### config.mk
export PLATFORM = sky130hd
export DESIGN_NAME = ssd_device_flat
export DESIGN_NICKNAME = d
export VERILOG_FILES = /design/src/pkg/ssd_pkg.sv /design/src/pkg/ssd_if.sv /design/src/rtl/ssd_port_decoder.sv /design/src/rtl/ssd_device.sv /design/src/flat_wrapper.sv
export SDC_FILE = /design/constraint.sdc
export NUM_CORES = 1
export LEC_CHECK = 0
export CORE_UTILIZATION = 52
export CTS_CLUSTER_DIAMETER = 40
export DETAILED_ROUTE_END_ITERATION = 6
export DONT_BUFFER_PORTS = 1
export GPL_TIMING_DRIVEN = 0
export PLACE_DENSITY = 0.67
export SYNTH_ARGS = -nofsm -noshare
export SYNTH_HDL_FRONTEND = slang
export SYNTH_HIERARCHICAL = 1
export SYNTH_SLANG_ARGS = --single-unit
### constraint.sdc
create_clock -name sys_clk -period 8.9 [get_ports sys_clk]
set_input_delay 0.89 -clock sys_clk [delete_from_list [all_inputs] [get_ports sys_clk]]
set_output_delay 0.89 -clock sys_clk [all_outputs]
set_load 0.01 [all_outputs]
### src/pkg/ssd_pkg.sv
`default_nettype none
package ssd_pkg;
    // Fixed I/O ports seen by the device
    localparam logic [15:0] RTC_INDEX_PORT = 16'h0070;
    localparam logic [15:0] SYS_CTRL_PORT = 16'h0061;
    localparam logic [15:0] INDEX_LOW_PORT = 16'h0074;
    localparam logic [15:0] INDEX_HIGH_PORT = 16'h0075;
    localparam logic [7:0] INDEX_GATE_VALUE = 8'h8d;
    localparam int NMI_MASK_BIT = 7;

    // Window pointer
    localparam logic [7:0] PTR_RESET = 8'h07;
    localparam logic [7:0] WINDOW_LOW_BYTE = 8'h00;
    localparam logic [23:0] PTR_MEM_ADDR_NARROW = 24'h0ffffd;
    localparam logic [23:0] PTR_MEM_ADDR_WIDE = 24'hfffffd;
    localparam logic [19:0] NARROW_ADDR_MASK = 20'hfffff;

    // Configuration space indexes
    localparam int CFG_EXPAND_BIT = 7;
    localparam logic [6:0] CFG_PERIPHERAL_SETUP = 7'h20;
    localparam logic [6:0] CFG_PORT_A_CONTROL = 7'h21;
    localparam logic [6:0] CFG_PORT_A_START_LOW = 7'h22;
    localparam logic [6:0] CFG_PORT_A_START_HIGH = 7'h23;
    localparam logic [6:0] CFG_PORT_B_CONTROL = 7'h24;
    localparam logic [6:0] CFG_PORT_B_START_LOW = 7'h25;
    localparam logic [6:0] CFG_PORT_B_START_HIGH = 7'h26;
    localparam logic [2:0] SLOT_NONE = 3'h7;

    // Peripheral setup fields
    localparam int PS_MODE_BIT = 0;
    localparam int PS_SER2_EN_BIT = 1;
    localparam int PS_SER1_EN_BIT = 2;
    localparam int PS_SER2_PRI_BIT = 3;
    localparam int PS_TIMER_TEST_BIT = 7;
    localparam logic [7:0] PS_WRITABLE_MASK = 8'h8f;
    localparam logic [7:0] PS_RESET = 8'h00;

    // Port control fields
    localparam int PC_DEPTH_LSB = 0;
    localparam int PC_WIDTH_LSB = 4;
    localparam int PC_ENABLE_BIT = 7;
    localparam logic [2:0] DEPTH_RESERVED = 3'h7;
    localparam logic [7:0] PC_WRITABLE_MASK = 8'hf7;
    localparam logic [7:0] PC_RESET = 8'h00;

    // System control port fields
    localparam int SC_PARITY_DIS_BIT = 2;
    localparam int SC_CHAN_DIS_BIT = 3;
    localparam int SC_REFRESH_BIT = 4;
    localparam int SC_CHAN_ERR_BIT = 6;
    localparam int SC_PARITY_ERR_BIT = 7;
    localparam logic [1:0] SC_DIS_RESET = 2'h3;

    // Timing
    localparam int CLK_PERIOD_NS = 8;
    localparam int CMD_BASE_NS = 70;
    localparam int CMD_STEP_NS = 140;
    localparam int REFRESH_PERIOD_NS = 15600;
    localparam logic [10:0] REFRESH_CYCLES = 11'(REFRESH_PERIOD_NS / CLK_PERIOD_NS);

    // Host command registers (word offsets)
    localparam logic [7:0] HR_ADDR = 8'h00;
    localparam logic [7:0] HR_DATA = 8'h04;
    localparam logic [7:0] HR_GO = 8'h08;
    localparam logic [7:0] HR_STATUS = 8'h0c;
    localparam logic [7:0] HR_CONFIG = 8'h10;

    typedef enum logic [1:0] {
        OP_IO_READ = 2'b00,
        OP_IO_WRITE = 2'b01,
        OP_MEM_WRITE = 2'b10,
        OP_NONE = 2'b11
    } ssd_op_t;

    // Least time, rounded up to whole cycles
    function automatic logic [7:0] cmdCycles(input logic [2:0] code);
        int ns;
        ns = (code == 3'h0) ? CMD_BASE_NS : CMD_STEP_NS * int'(code);
        return 8'((ns + CLK_PERIOD_NS - 1) / CLK_PERIOD_NS);
    endfunction : cmdCycles

    function automatic logic [15:0] depthMask(input logic [2:0] code);
        return 16'((32'd2 << code) - 32'd1);
    endfunction : depthMask

    function automatic logic isPtrAddr(input logic [23:0] addr, input logic wide);
        return wide ? (addr == PTR_MEM_ADDR_WIDE)
                    : (addr[19:0] == (PTR_MEM_ADDR_NARROW[19:0] & NARROW_ADDR_MASK));
    endfunction : isPtrAddr

    function automatic logic [2:0] cfgSlot(input logic [14:0] addr, input logic expanded);
        if (expanded || addr[14:7] != 8'h00) begin
            return SLOT_NONE;
        end
        case (addr[6:0])
            CFG_PERIPHERAL_SETUP: return 3'h0;
            CFG_PORT_A_CONTROL: return 3'h1;
            CFG_PORT_A_START_LOW: return 3'h2;
            CFG_PORT_A_START_HIGH: return 3'h3;
            CFG_PORT_B_CONTROL: return 3'h4;
            CFG_PORT_B_START_LOW: return 3'h5;
            CFG_PORT_B_START_HIGH: return 3'h6;
            default: return SLOT_NONE;
        endcase
    endfunction : cfgSlot
endpackage : ssd_pkg
`default_nettype wire

### src/pkg/ssd_if.sv
`timescale 1ns/1ns
`default_nettype none
interface ssd_if;
    logic [15:0] ioAddr;
    logic [7:0] ioData;
    logic ioRd;
    logic ioWr;
    logic [23:0] memAddr;
    logic memWr;
    logic refresh;
    logic windowStrobe;
    logic [7:0] rdData;
    logic ptrUnlocked;

    modport host_end (
        output ioAddr, ioData, ioRd, ioWr, memAddr, memWr, refresh, windowStrobe,
        input rdData, ptrUnlocked
    );
    modport device_end (
        input ioAddr, ioData, ioRd, ioWr, memAddr, memWr, refresh, windowStrobe,
        output rdData, ptrUnlocked
    );
endinterface : ssd_if
`default_nettype wire

### src/rtl/ssd_port_decoder.sv
`timescale 1ns/1ns
`default_nettype none
module ssd_port_decoder (
    input wire logic sys_clk,
    input wire logic resetn,
    input wire logic [7:0] control,
    input wire logic [15:0] start,
    input wire logic [15:0] ioAddr,
    input wire logic ioRd,
    input wire logic ioWr,
    output logic select
);
    import ssd_pkg::*;

    typedef struct packed {
        logic [7:0] cnt_r;
        logic sel_r;
    } ssd_dec_state_t;

    ssd_dec_state_t q;
    ssd_dec_state_t d;
    logic [2:0] depthCode;
    logic [15:0] mask;
    logic hit;

    always_comb begin
        d = q;
        depthCode = control[PC_DEPTH_LSB +: 3];
        mask = depthMask(depthCode);
        // Low start bits below the depth are ignored, so a misaligned start aliases down
        hit = control[PC_ENABLE_BIT] && (depthCode != DEPTH_RESERVED) && (ioRd || ioWr)
              && ((ioAddr & ~mask) == (start & ~mask));
        if (hit) begin
            d.cnt_r = cmdCycles(control[PC_WIDTH_LSB +: 3]);
        end else if (q.cnt_r != 8'h00) begin
            d.cnt_r = q.cnt_r - 8'h01;
        end
        d.sel_r = (d.cnt_r != 8'h00);
    end

    always_ff @(posedge sys_clk or negedge resetn) begin
        if (!resetn) begin
            q <= '0;
        end else begin
            q <= d;
        end
    end

    assign select = q.sel_r;
endmodule : ssd_port_decoder
`default_nettype wire

### src/rtl/ssd_device.sv
// The plain strobed port is this design's own decision.
`timescale 1ns/1ns
`default_nettype none
// Contract
// - 128 locations, expandable 32K, one window
// - Pointer write-only, loaded at FFFFDH/FFFFFDH
// - Window sits at 0700H after power-on
// - Reading index low 0074H unlocks pointer
// - Relock on pointer write or refresh
// - Pointer is window address upper byte
// - Software disables NMI, syncs to refresh
// - Index then window access selects location
// - Index bit 7 selects expanded space
// - 00H-3FH vendor, 40H-7FH customer
// - Registers at 20H through 26H
// - Extended mode overrides board setup bits
// - Peripheral setup holds timer, serial, mode
// - Two ports: start, depth, width, enable
// - Start aligned to port depth
// - Depth code 2 to 128 bytes
// - Width 70 to 980 ns, enable bit
// - NMI on enabled channel check, parity
// - NMI on enabled watchdog time-out
// - Companion holds pointer, drives window strobe
// - Index ports only while RTC index 8DH
// - Each port drives its own select
module ssd_device (
    ssd_if.device_end link,
    input wire logic sys_clk,
    input wire logic resetn,
    input wire logic channelCheck,
    input wire logic parityError,
    input wire logic watchdogEnable,
    input wire logic watchdogTimeout,
    input wire logic [1:0] boardSerialEn,
    output logic nmiReq,
    output logic [1:0] serialEnable,
    output logic secondSerialPrimary,
    output logic timerTest,
    output logic portASelect,
    output logic portBSelect
);
    import ssd_pkg::*;

    typedef struct packed {
        logic [7:0] rtcIndex_r;
        logic [7:0] indexLow_r;
        logic [7:0] indexHigh_r;
        logic [7:0] periph_r;
        logic [1:0][7:0] ctrl_r;
        logic [1:0][15:0] start_r;
        logic [1:0] sysDis_r;
        logic refreshToggle_r;
        logic chanFlag_r;
        logic parityFlag_r;
        logic wdogFlag_r;
        logic unlocked_r;
        logic [7:0] rdData_r;
        logic nmi_r;
        logic [1:0] serialEn_r;
    } ssd_dev_state_t;

    ssd_dev_state_t q;
    ssd_dev_state_t d;
    logic indexGate;
    logic windowHit;
    logic expanded;
    logic [14:0] cfgAddr;
    logic [2:0] slot;
    logic [1:0] portSelect;

    always_comb begin
        d = q;
        d.rdData_r = 8'h00;
        indexGate = (q.rtcIndex_r == INDEX_GATE_VALUE);
        // Only the companion knows where the window is; its strobe qualifies the access
        windowHit = link.windowStrobe && (link.ioAddr[7:0] == WINDOW_LOW_BYTE);
        expanded = q.indexLow_r[CFG_EXPAND_BIT];
        cfgAddr = expanded ? {q.indexHigh_r, q.indexLow_r[6:0]} : {8'h00, q.indexLow_r[6:0]};
        // Vendor block holds only 20H-26H here; customer block decodes to nothing
        slot = cfgSlot(cfgAddr, expanded);

        // Refresh and pointer writes relock before a same-cycle unlock is applied
        if (link.refresh) begin
            d.refreshToggle_r = ~q.refreshToggle_r;
            d.unlocked_r = 1'b0;
        end
        if (link.memWr && isPtrAddr(link.memAddr, 1'b0)) begin
            d.unlocked_r = 1'b0;
        end
        if (link.memWr && isPtrAddr(link.memAddr, 1'b1)) begin
            d.unlocked_r = 1'b0;
        end

        if (link.ioWr) begin
            if (link.ioAddr == RTC_INDEX_PORT) begin
                d.rtcIndex_r = link.ioData;
            end else if (link.ioAddr == SYS_CTRL_PORT) begin
                d.sysDis_r = {link.ioData[SC_CHAN_DIS_BIT], link.ioData[SC_PARITY_DIS_BIT]};
            end else if (link.ioAddr == INDEX_LOW_PORT && indexGate) begin
                d.indexLow_r = link.ioData;
            end else if (link.ioAddr == INDEX_HIGH_PORT && indexGate) begin
                d.indexHigh_r = link.ioData;
            end else if (windowHit) begin
                case (slot)
                    3'h0: d.periph_r = link.ioData & PS_WRITABLE_MASK;
                    3'h1: d.ctrl_r[0] = link.ioData & PC_WRITABLE_MASK;
                    3'h2: d.start_r[0][7:0] = link.ioData;
                    3'h3: d.start_r[0][15:8] = link.ioData;
                    3'h4: d.ctrl_r[1] = link.ioData & PC_WRITABLE_MASK;
                    3'h5: d.start_r[1][7:0] = link.ioData;
                    3'h6: d.start_r[1][15:8] = link.ioData;
                    default: d.periph_r = q.periph_r;
                endcase
            end
        end

        if (link.ioRd) begin
            if (link.ioAddr == SYS_CTRL_PORT) begin
                d.rdData_r[SC_PARITY_ERR_BIT] = q.parityFlag_r;
                d.rdData_r[SC_CHAN_ERR_BIT] = q.chanFlag_r;
                d.rdData_r[SC_REFRESH_BIT] = q.refreshToggle_r;
                d.rdData_r[SC_CHAN_DIS_BIT] = q.sysDis_r[1];
                d.rdData_r[SC_PARITY_DIS_BIT] = q.sysDis_r[0];
            end else if (link.ioAddr == INDEX_LOW_PORT && indexGate) begin
                // The index itself is write-only; the read only serves as the unlock key
                d.unlocked_r = 1'b1;
            end else if (windowHit) begin
                case (slot)
                    3'h0: d.rdData_r = q.periph_r;
                    3'h1: d.rdData_r = q.ctrl_r[0];
                    3'h2: d.rdData_r = q.start_r[0][7:0];
                    3'h3: d.rdData_r = q.start_r[0][15:8];
                    3'h4: d.rdData_r = q.ctrl_r[1];
                    3'h5: d.rdData_r = q.start_r[1][7:0];
                    3'h6: d.rdData_r = q.start_r[1][15:8];
                    default: d.rdData_r = 8'h00;
                endcase
            end
        end

        // Disable bits clear the sticky flags; a coincident event is ignored while disabled
        if (q.sysDis_r[1]) begin
            d.chanFlag_r = 1'b0;
        end
        if (q.sysDis_r[0]) begin
            d.parityFlag_r = 1'b0;
        end
        if (!watchdogEnable) begin
            d.wdogFlag_r = 1'b0;
        end
        if (channelCheck && !q.sysDis_r[1]) begin
            d.chanFlag_r = 1'b1;
        end
        if (parityError && !q.sysDis_r[0]) begin
            d.parityFlag_r = 1'b1;
        end
        if (watchdogTimeout && watchdogEnable) begin
            d.wdogFlag_r = 1'b1;
        end
        // Software masks NMI through the RTC index port while it moves the pointer
        d.nmi_r = (d.chanFlag_r || d.parityFlag_r || d.wdogFlag_r)
                  && !d.rtcIndex_r[NMI_MASK_BIT];

        if (d.periph_r[PS_MODE_BIT]) begin
            d.serialEn_r = {d.periph_r[PS_SER2_EN_BIT], d.periph_r[PS_SER1_EN_BIT]};
        end else begin
            d.serialEn_r = boardSerialEn;
        end
    end

    always_ff @(posedge sys_clk or negedge resetn) begin
        if (!resetn) begin
            q <= '0;
            q.periph_r <= PS_RESET;
            q.ctrl_r <= {PC_RESET, PC_RESET};
            q.sysDis_r <= SC_DIS_RESET;
        end else begin
            q <= d;
        end
    end

    for (genvar i = 0; i < 2; i++) begin : g_port
        ssd_port_decoder u_dec (
            .sys_clk(sys_clk),
            .resetn(resetn),
            .control(q.ctrl_r[i]),
            .start(q.start_r[i]),
            .ioAddr(link.ioAddr),
            .ioRd(link.ioRd),
            .ioWr(link.ioWr),
            .select(portSelect[i])
        );
    end

    assign portASelect = portSelect[0];
    assign portBSelect = portSelect[1];
    assign link.rdData = q.rdData_r;
    assign link.ptrUnlocked = q.unlocked_r;
    assign nmiReq = q.nmi_r;
    assign serialEnable = q.serialEn_r;
    assign secondSerialPrimary = q.periph_r[PS_SER2_PRI_BIT];
    assign timerTest = q.periph_r[PS_TIMER_TEST_BIT];
endmodule : ssd_device
`default_nettype wire

### src/flat_wrapper.sv
// flat-port wrapper written by rule: the top's interface ports become plain ports
module ssd_device_flat import ssd_pkg::*;
  (sys_clk, resetn, channelCheck, parityError, watchdogEnable, watchdogTimeout, boardSerialEn, nmiReq, serialEnable, secondSerialPrimary, timerTest, portASelect, portBSelect, link_ioAddr, link_ioData, link_ioRd, link_ioWr, link_memAddr, link_memWr, link_refresh, link_windowStrobe, link_rdData, link_ptrUnlocked);
  ssd_if link_i ();
  input wire logic sys_clk;
  input wire logic resetn;
  input wire logic channelCheck;
  input wire logic parityError;
  input wire logic watchdogEnable;
  input wire logic watchdogTimeout;
  input wire logic [1:0] boardSerialEn;
  output logic nmiReq;
  output logic [1:0] serialEnable;
  output logic secondSerialPrimary;
  output logic timerTest;
  output logic portASelect;
  output logic portBSelect;
  input wire logic [$bits(link_i.ioAddr)-1:0] link_ioAddr;
  input wire logic [$bits(link_i.ioData)-1:0] link_ioData;
  input wire logic [$bits(link_i.ioRd)-1:0] link_ioRd;
  input wire logic [$bits(link_i.ioWr)-1:0] link_ioWr;
  input wire logic [$bits(link_i.memAddr)-1:0] link_memAddr;
  input wire logic [$bits(link_i.memWr)-1:0] link_memWr;
  input wire logic [$bits(link_i.refresh)-1:0] link_refresh;
  input wire logic [$bits(link_i.windowStrobe)-1:0] link_windowStrobe;
  output wire logic [$bits(link_i.rdData)-1:0] link_rdData;
  output wire logic [$bits(link_i.ptrUnlocked)-1:0] link_ptrUnlocked;
  assign link_i.ioAddr = link_ioAddr;
  assign link_i.ioData = link_ioData;
  assign link_i.ioRd = link_ioRd;
  assign link_i.ioWr = link_ioWr;
  assign link_i.memAddr = link_memAddr;
  assign link_i.memWr = link_memWr;
  assign link_i.refresh = link_refresh;
  assign link_i.windowStrobe = link_windowStrobe;
  assign link_rdData = link_i.rdData;
  assign link_ptrUnlocked = link_i.ptrUnlocked;
  ssd_device u_core (.link(link_i), .sys_clk(sys_clk), .resetn(resetn), .channelCheck(channelCheck), .parityError(parityError), .watchdogEnable(watchdogEnable), .watchdogTimeout(watchdogTimeout), .boardSerialEn(boardSerialEn), .nmiReq(nmiReq), .serialEnable(serialEnable), .secondSerialPrimary(secondSerialPrimary), .timerTest(timerTest), .portASelect(portASelect), .portBSelect(portBSelect));
endmodule
== After elaboration in Yosys (flattened, before gate mapping) ==
Cells that the tools add are included.

* Output and inout bits: 16
* Register bits after elaboration: 111
* Input port bits: 61
* Logic and storage cells: 168

* Reduce and logical (&&, ||, !) cells: 44
* $add $sub $neg: 10
* Muxes and demuxes: 48
* Equality and inequality tests: 24
* Bitwise gates (word level): 13
* Multiply operators: 2
* Shift-type cells: 2

{| class="wikitable"
|+ Operators with widths
! kind !! number
|-
| $mux 8 || 16
|-
| $mux 56 || 2
|-
| $mux 82 || 1
|-
| $mux 74 || 1
|-
| $mux 72 || 1
|-
| $and 16x16->16 || 4
|-
| $eq 16x7->1 const B || 4
|-
| $mux 64 || 1
|-
| $pmux 8 s7 || 1
|-
| $eq 7x6->1 const B || 7
|-
| $reduce_and 7->1 || 7
|-
| $reduce_bool 8->1 || 5
|-
| $eq 16x16->1 || 2
|-
| $not 16->16 || 2
|-
| $shl 2x3->16 const A || 2
|-
| $sub 16x1->16 const B || 2
|-
| $sub 12x1->13 const B || 2
|-
| $add 11x4->12 const B || 2
|-
| $eq 24x24->1 const B || 1
|-
| $mux 11 || 2
|-
| $pmux 3 s7 || 1
|-
| $eq 20x20->1 const B || 1
|-
| $mul 6x3->9 const A || 2
|-
| $add 8x1->8 || 2
|-
| 23 further kinds || 72
|}

== Logic depth before layout (Yosys ltp) ==
Gate-level depths: netlist (run 1).

* Word-level depth: 15
* Mapped depth: 10

== By module ==
Netlist (run 1), hierarchy kept.

{| class="wikitable"
|+ Modules (own cells, without submodules)
! module !! cells each !! area an instance (sq um) !! sequential area each (sq um) !! times used
|-
| ssd_device || 311 || 4,013.8 || 2,129.5 || 1
|-
| ssd_port_decoder || 162 || 1,305.0 || 225.2 || 2
|}

== Least setup slack after synthesis (run 1) ==
No wires, ideal clock.

* Kind: register -> register
* From: reg u_core/q[59] in the netlist's numbering
* To: reg u_core/g_port[1].u_dec/q[1] in the netlist's numbering
* Setup time: 0.079 ns
* Path slack: 6.089 ns
* Period minus slack after synthesis: 2.811 ns
* Data arrival time: 2.731 ns
* Cell stages (with the launch flop): 9
* Cells stage by stage: dfrtp_1 > clkbuf_1 > or3_1 > ha_1 > or4bb_1 > a21oi_1 > nor3_1 > nor4_4 > mux2i_1

{| class="wikitable"
|+ RTL lines
! element !! RTL line !! source
|-
| start, declared || ssd_device.sv:63 || <nowiki>ssd_dev_state_t q;</nowiki>
|-
| end signal, assigned || ssd_port_decoder.sv:43 || <nowiki>q <= '0;</nowiki>
|-
| end signal, assigned || ssd_port_decoder.sv:45 || <nowiki>q <= d;</nowiki>
|-
| end, declared || ssd_port_decoder.sv:20 || <nowiki>ssd_dec_state_t q;</nowiki>
|}

==> results of run 1 <==
cell type report:
type                       instances  area [sq um]
buffer                            38         207.7
clock buffer                       9         225.2
multi-input combinational        476          3769
sequential                       103          2580
inverter                          17         63.81
fill                            1094          5086
tap                              168         210.2
clock inverter                     7         70.07
registers in the layout (all words and copies together), names as in the netlist:
register                    count
u_core/expanded                 1
u_core/g_port.u_dec/q          16
u_core/g_port.u_dec/select      2
u_core/link.ptrUnlocked         1
u_core/link.rdData              8
u_core/nmiReq                   1
u_core/q                       70
u_core/secondSerialPrimary      1
u_core/serialEnable             2
u_core/timerTest                1
power by group:
group | switching (mW) | internal, mW | total [mW]
combinational | 0.0106 | 0.00954 | 0.0201
clock | 0.196 | 0.198 | 0.393
sequential | 0.00204 | 0.471 | 0.473
total | 0.208 | 0.678 | 0.886
per-stage QoR:
stage | power (mW) | setup slack [ps] | hold slack (ps) | util
6_report | 0.8863 | 5729 | 218.3 | 0.5835
5_1_grt | 0.9165 | 5487 | 196.6 | 0.5835
4_1_cts | 0.8931 | 5716 | 210.9 | 0.5835
3_5_place_dp | 0.5020 | 5747 | 466.2 | 0.5593
3_3_place_gp | 0.5017 | 5823 | 464.0 | 0.5593
2_1_floorplan | 0.4973 | 6089 | 438.9 | -
worst max-delay path: cells and delay by family (launching register included):
kind | cells | cell delay, ps
compound gates | 1 | 160
fa+ha+maj | 1 | 280
buf+inv | 1 | 210
flops | 1 | 420
mux | 1 | 270
simple gates | 4 | 1750
final timing paths:
check	startpoint	to	slack (ps)
min in group sys_clk	u_core/q[15]$_DFFE_PN0P_	u_core/q[15]$_DFFE_PN0P_	480
setup reg to reg	u_core/q[51]$_DFFE_PN0P_	u_core/g_port[0].u_dec/q[7]$_DFF_PN0_	5730
hold reg to reg	u_core/q[15]$_DFFE_PN0P_	u_core/q[15]$_DFFE_PN0P_	480
setup / recovery	u_core/q[51]$_DFFE_PN0P_	u_core/g_port[0].u_dec/q[7]$_DFF_PN0_	5730
hold / removal	resetn	u_core/q[94]$_DFFE_PN0P_	220
max in group asynchronous	resetn	u_core/q[16]$_DFFE_PN1P_	8470
cells in the final DEF, fill, tap and decap left out, types with 9 or more instances in the layout:
cell type	n
a211oi_1	10
a21oi_1	13
buf_4	10
clkbuf_1	19
clkbuf_16	9
dfrtp_1	101
ha_1	20
inv_1	17
mux2_2	65
mux2i_1	33
nand2_1	52
nand3_1	15
nand4_1	12
nor2_1	38
nor3_1	14
o21ai_0	16
o22ai_1	9
or3b_2	11
xnor2_1	26
xor2_1	25
routing by layer:
metal  wire length [um]  track usage  share of wire
met3                914      0.05799          0.056
met2               7945       0.4424           0.49
met5                  0            0              0
met1               7073       0.3349           0.43
met4                442       0.1091          0.027
==> flow_summary.ini, run 1 <==
[timing]
worst_pin_slew_ps = 777.3
finalCritPeriodShare = 0.3563
fin_crit_ps = 3171
drv_slew = 0
rsz0062_at_grt = no
setup_tns_ps = 0
fmax_mhz = 315.3
hold_violations = 0
maxSlewHeadroom = 0.4804
fin_worst_skew_ps = 9.553
setup-violations-final = 0

[clock_network]
clk_latency_ps = 360
post_cts_buffers = 0
cts_buffer_depth = 2
cts_tree = done
path_clk_slew_ps = 80
cts_resized = 0
numCtsBuffers = 9
clock-sinks = 103
root_buffer = clkbuf_16
htreeDepth = 3
ctsHoldBuffers = 0

[placed_design]
dp_cells = 802
post_dp_cell_area_sq_mm = 0.006830
hpwlAfterDp_um = 11920
port-buffer-count = 0
gp_congestion = 0.9316

[pwr]
ir_drop_mv = 0.1237
leakagePower_nw = 3.014
power_density_mw_per_mm2 = 124.4

[global_routing]
track_usage = 0.2650
grt_pass1_vias = 5014
grt_max_degree = 104
grt_pass1_wl_um = 26360
antenna_found_initial = 0
grt_overflow_total = 0

[routing]
via_count = 4999
wire_per_inst_um = 20.02
drt-total-wl_um = 16380
firstDrtPassIters = 5
viasPerCell = 6.111
drc_errors = 0
ant_nets = 0
drt_iter0_drc = 330

[worst_setup_path]
cp-end-kind = flip-flop
worstSetupPathType = flip-flop to flip-flop
path_max_fanout = 10
cp.arrival_ps = 3450
path_cells = clkbuf_1 > or3_1 > ha_1 > or4b_1 > a21oi_1 > nor3_1 > nor4_4 > mux2i_1
start_kind = flip-flop
reg2reg_depth = 8
slowest_stage = nor4_4
required_ps = 9180
max_stage_delay_ps = 690

[die]
die_h_um = 114.8
die-area_sq_mm = 0.01319
rows = 40
core_sq_mm = 0.01221
num_io_pins = 77
start_util = 0.5421
die_x_um = 114.8

[yosys]
yosysWarnings = 6
avgSynthCellArea_sq_um = 10.44
syn_nets = 715
syn_area_sq_mm = 0.006620
synthCells = 634

[final_layout]
final_cells = 818
final_cell_area_sq_mm = 0.007126
final_layout_size_suffix_gt1_frac = 0.2185
diodes = 0
nets = 726
area_delta_synth_final_pct = 7.636

[min_path]
min_path_type = input port to asynchronous set/reset pin

[job]
cap_violations = 0

[outcome]
run_status = complete, no violations
(Power assumes the default switching activity.)
==> run 2: changes to the inputs <==
- clock period: 8.9 -> 2.99 ns (I/O delays scaled with it)
==> run 2 against run 1 <==
  * Critical path depth unchanged
  * Maximum frequency up 11%
  * Die area stayed put
  * Worst hold slack worse by 200 ps
  * Count of clock-buffer cells in the layout unchanged
  * Register-to-register slack worse by 5600 ps
  * Cell count up 0.61%
  * Setup slack worse by 5600 ps
  * Clock skew increased by 0.61 ps
  * Combinational power rose to 4.6 times the previous value
  * Routed wire length is 0.82% higher
==> flow_summary.ini, run 2 (synthesized netlist as in run 1, its figures left out) <==
[outcome]
run_status = complete, no violations

[clock_network]
cts_buffer_depth = 2
numCtsBuffers = 9
cts_tree = done
clk_latency_ps = 360
htreeDepth = 3
root_buffer = clkbuf_16
clock-sinks = 103
path_clk_slew_ps = 80

[worst_setup_path]
cp.arrival_ps = 3090
path_max_fanout = 11
cp-end-kind = flip-flop
start_kind = flip-flop
required_ps = 3230
worstSetupPathType = flip-flop to flip-flop

[global_routing]
grt_pass1_vias = 5036
grt_pass1_wl_um = 26480
grt_max_degree = 104
antenna_found_initial = 0
grt_overflow_total = 0
track_usage = 0.2658

[final_layout]
mostFrequentLayoutCells = dfrtp_1, mux2_2, nand2_1
nets = 731
seq_area_sq_mm = 0.002582
largest_reg_flops = 70
multi_input_area_sq_mm = 0.003786
largest_register = u_core/q
post-route-util = 0.5913
layout_commonest_cell = dfrtp_1
fill_cells = 1080
area_delta_synth_final_pct = 9.072
diodes = 0
final_layout_size_suffix_gt1_frac = 0.2351

[timing]
drv_slew = 0
worst_pin_slew_ps = 768.7
hold_violations = 0
maxSlewHeadroom = 0.4862
finalCritPeriodShare = 0.9527
rsz0062_at_grt = no
fin_worst_skew_ps = 10.17
setup-violations-final = 0
fin_crit_ps = 2849
fmax_mhz = 351.1
fin_ws_ps = 141.5

[routing]
firstDrtPassIters = 4
via_count = 5037
drt-total-wl_um = 16510
drt_iter0_drc = 323
wire_per_inst_um = 20.06
viasPerCell = 6.120
drc_errors = 0
ant_nets = 0

[job]
cap_violations = 0

[placed_design]
pre_cts_slack_ps = -163.4
gp_congestion = 0.9316
hpwlAfterDp_um = 11920
port-buffer-count = 0

[die]
die-area_sq_mm = 0.01319
die_x_um = 114.8
core_sq_mm = 0.01221
num_io_pins = 77
start_util = 0.5421
die_h_um = 114.8
rows = 40

[pwr]
ir_drop_mv = 0.3681
leakagePower_nw = 3.052
power_density_mw_per_mm2 = 369.8

[min_path]
min_path_type = input port to flip-flop
[run 2: cell count changes in the layout (fill, tap and decap cells not counted), sizes merged]
cell / previous run / this run
buf: 19 / 24
clkbuf: 28 / 27
dlygate4sd3: 0 / 1
[run 2: path summary, 6_finish.rpt]
check,end,cells after the start,slack [ps],from
worst max-delay path,u_core/g_port[1].u_dec/select$_DFF_PN0_,8,140,u_core/q[62]$_DFFE_PN0P_
min in group asynchronous,u_core/q[88]$_DFFE_PN0P_,2,510,resetn
worst max register to register,u_core/g_port[1].u_dec/select$_DFF_PN0_,8,140,u_core/q[62]$_DFFE_PN0P_
worst min-delay path,u_core/q[15]$_DFFE_PN0P_,1,20,link_refresh
max in group asynchronous,u_core/q[62]$_DFFE_PN0P_,2,2010,resetn
worst min register to register,u_core/q[15]$_DFFE_PN0P_,1,480,u_core/q[15]$_DFFE_PN0P_
[run 2: cell type report]
| type | count | share of cell area |
|---|---|---|
| Inverter | 17 | 0.008837 |
| Buffer | 38 | 0.02911 |
| Tap cell | 168 | 0.02911 |
| Timing Repair Buffer | 5 | 0.01005 |
| Clock buffer | 9 | 0.03119 |
| Multi-Input combinational cell | 476 | 0.5243 |
| Sequential cell | 103 | 0.3577 |
| Clock inverter | 7 | 0.009704 |
[run 2: power breakdown]
part	total [mW]	switching, mW	leakage (nW)	internal, mW
registers	1.41	0.00609	1.34	1.40
logic	0.0921	0.0590	1.57	0.0332
clock network	1.17	0.582	0.142	0.589
[run 2: routing by layer]
metal | vias up | wire length (um) | global-route usage
met5 | - | 0 | 0
met4 | 0 | 496 | 0.1065
met3 | 38 | 1023 | 0.05799
met2 | 155 | 8021 | 0.4453
met1 | 2490 | 6969 | 0.3359
li1 | 2354 | - | -
[run 2: worst max-delay path, cell delays in order, from the launching register on]
cell	delay [ps]
dfrtp_2	490
inv_1	140
ha_1	290
clkbuf_1	300
or3b_2	490
a211o_1	280
a211oi_1	310
nand4_1	130
mux2_2	300
[run 2: stage by stage]
step | total power [mW] | instances | cell area (sq um) | hold WS, ps | setup TNS [ps]
2_1_floorplan | 1.480 | 634 | 6620 | 3.409 | 0
3_5_place_dp | 1.494 | 802 | 6830 | 4.777 | -1940
6_report | 2.670 | 823 | 7221 | 22.30 | 0
3_3_place_gp | 1.493 | 802 | 6830 | 5.160 | -952.7
4_1_cts | 2.692 | 823 | 7206 | 18.87 | 0
5_1_grt | 2.766 | 823 | 7221 | 21.41 | 0
[run 2: timing repair]
| item | CTS | global route |
|---|---|---|
| hold buffers | 2 | 0 |
| setup buffers | 3 | 0 |
| cloned | 0 | 0 |
| endpoints found under the setup margin | 18 | 13 |
| gates resized for setup | 2 | 8 |
| pin swaps | 3 | 1 |
| hold endpoints to repair | 103 | 0 |
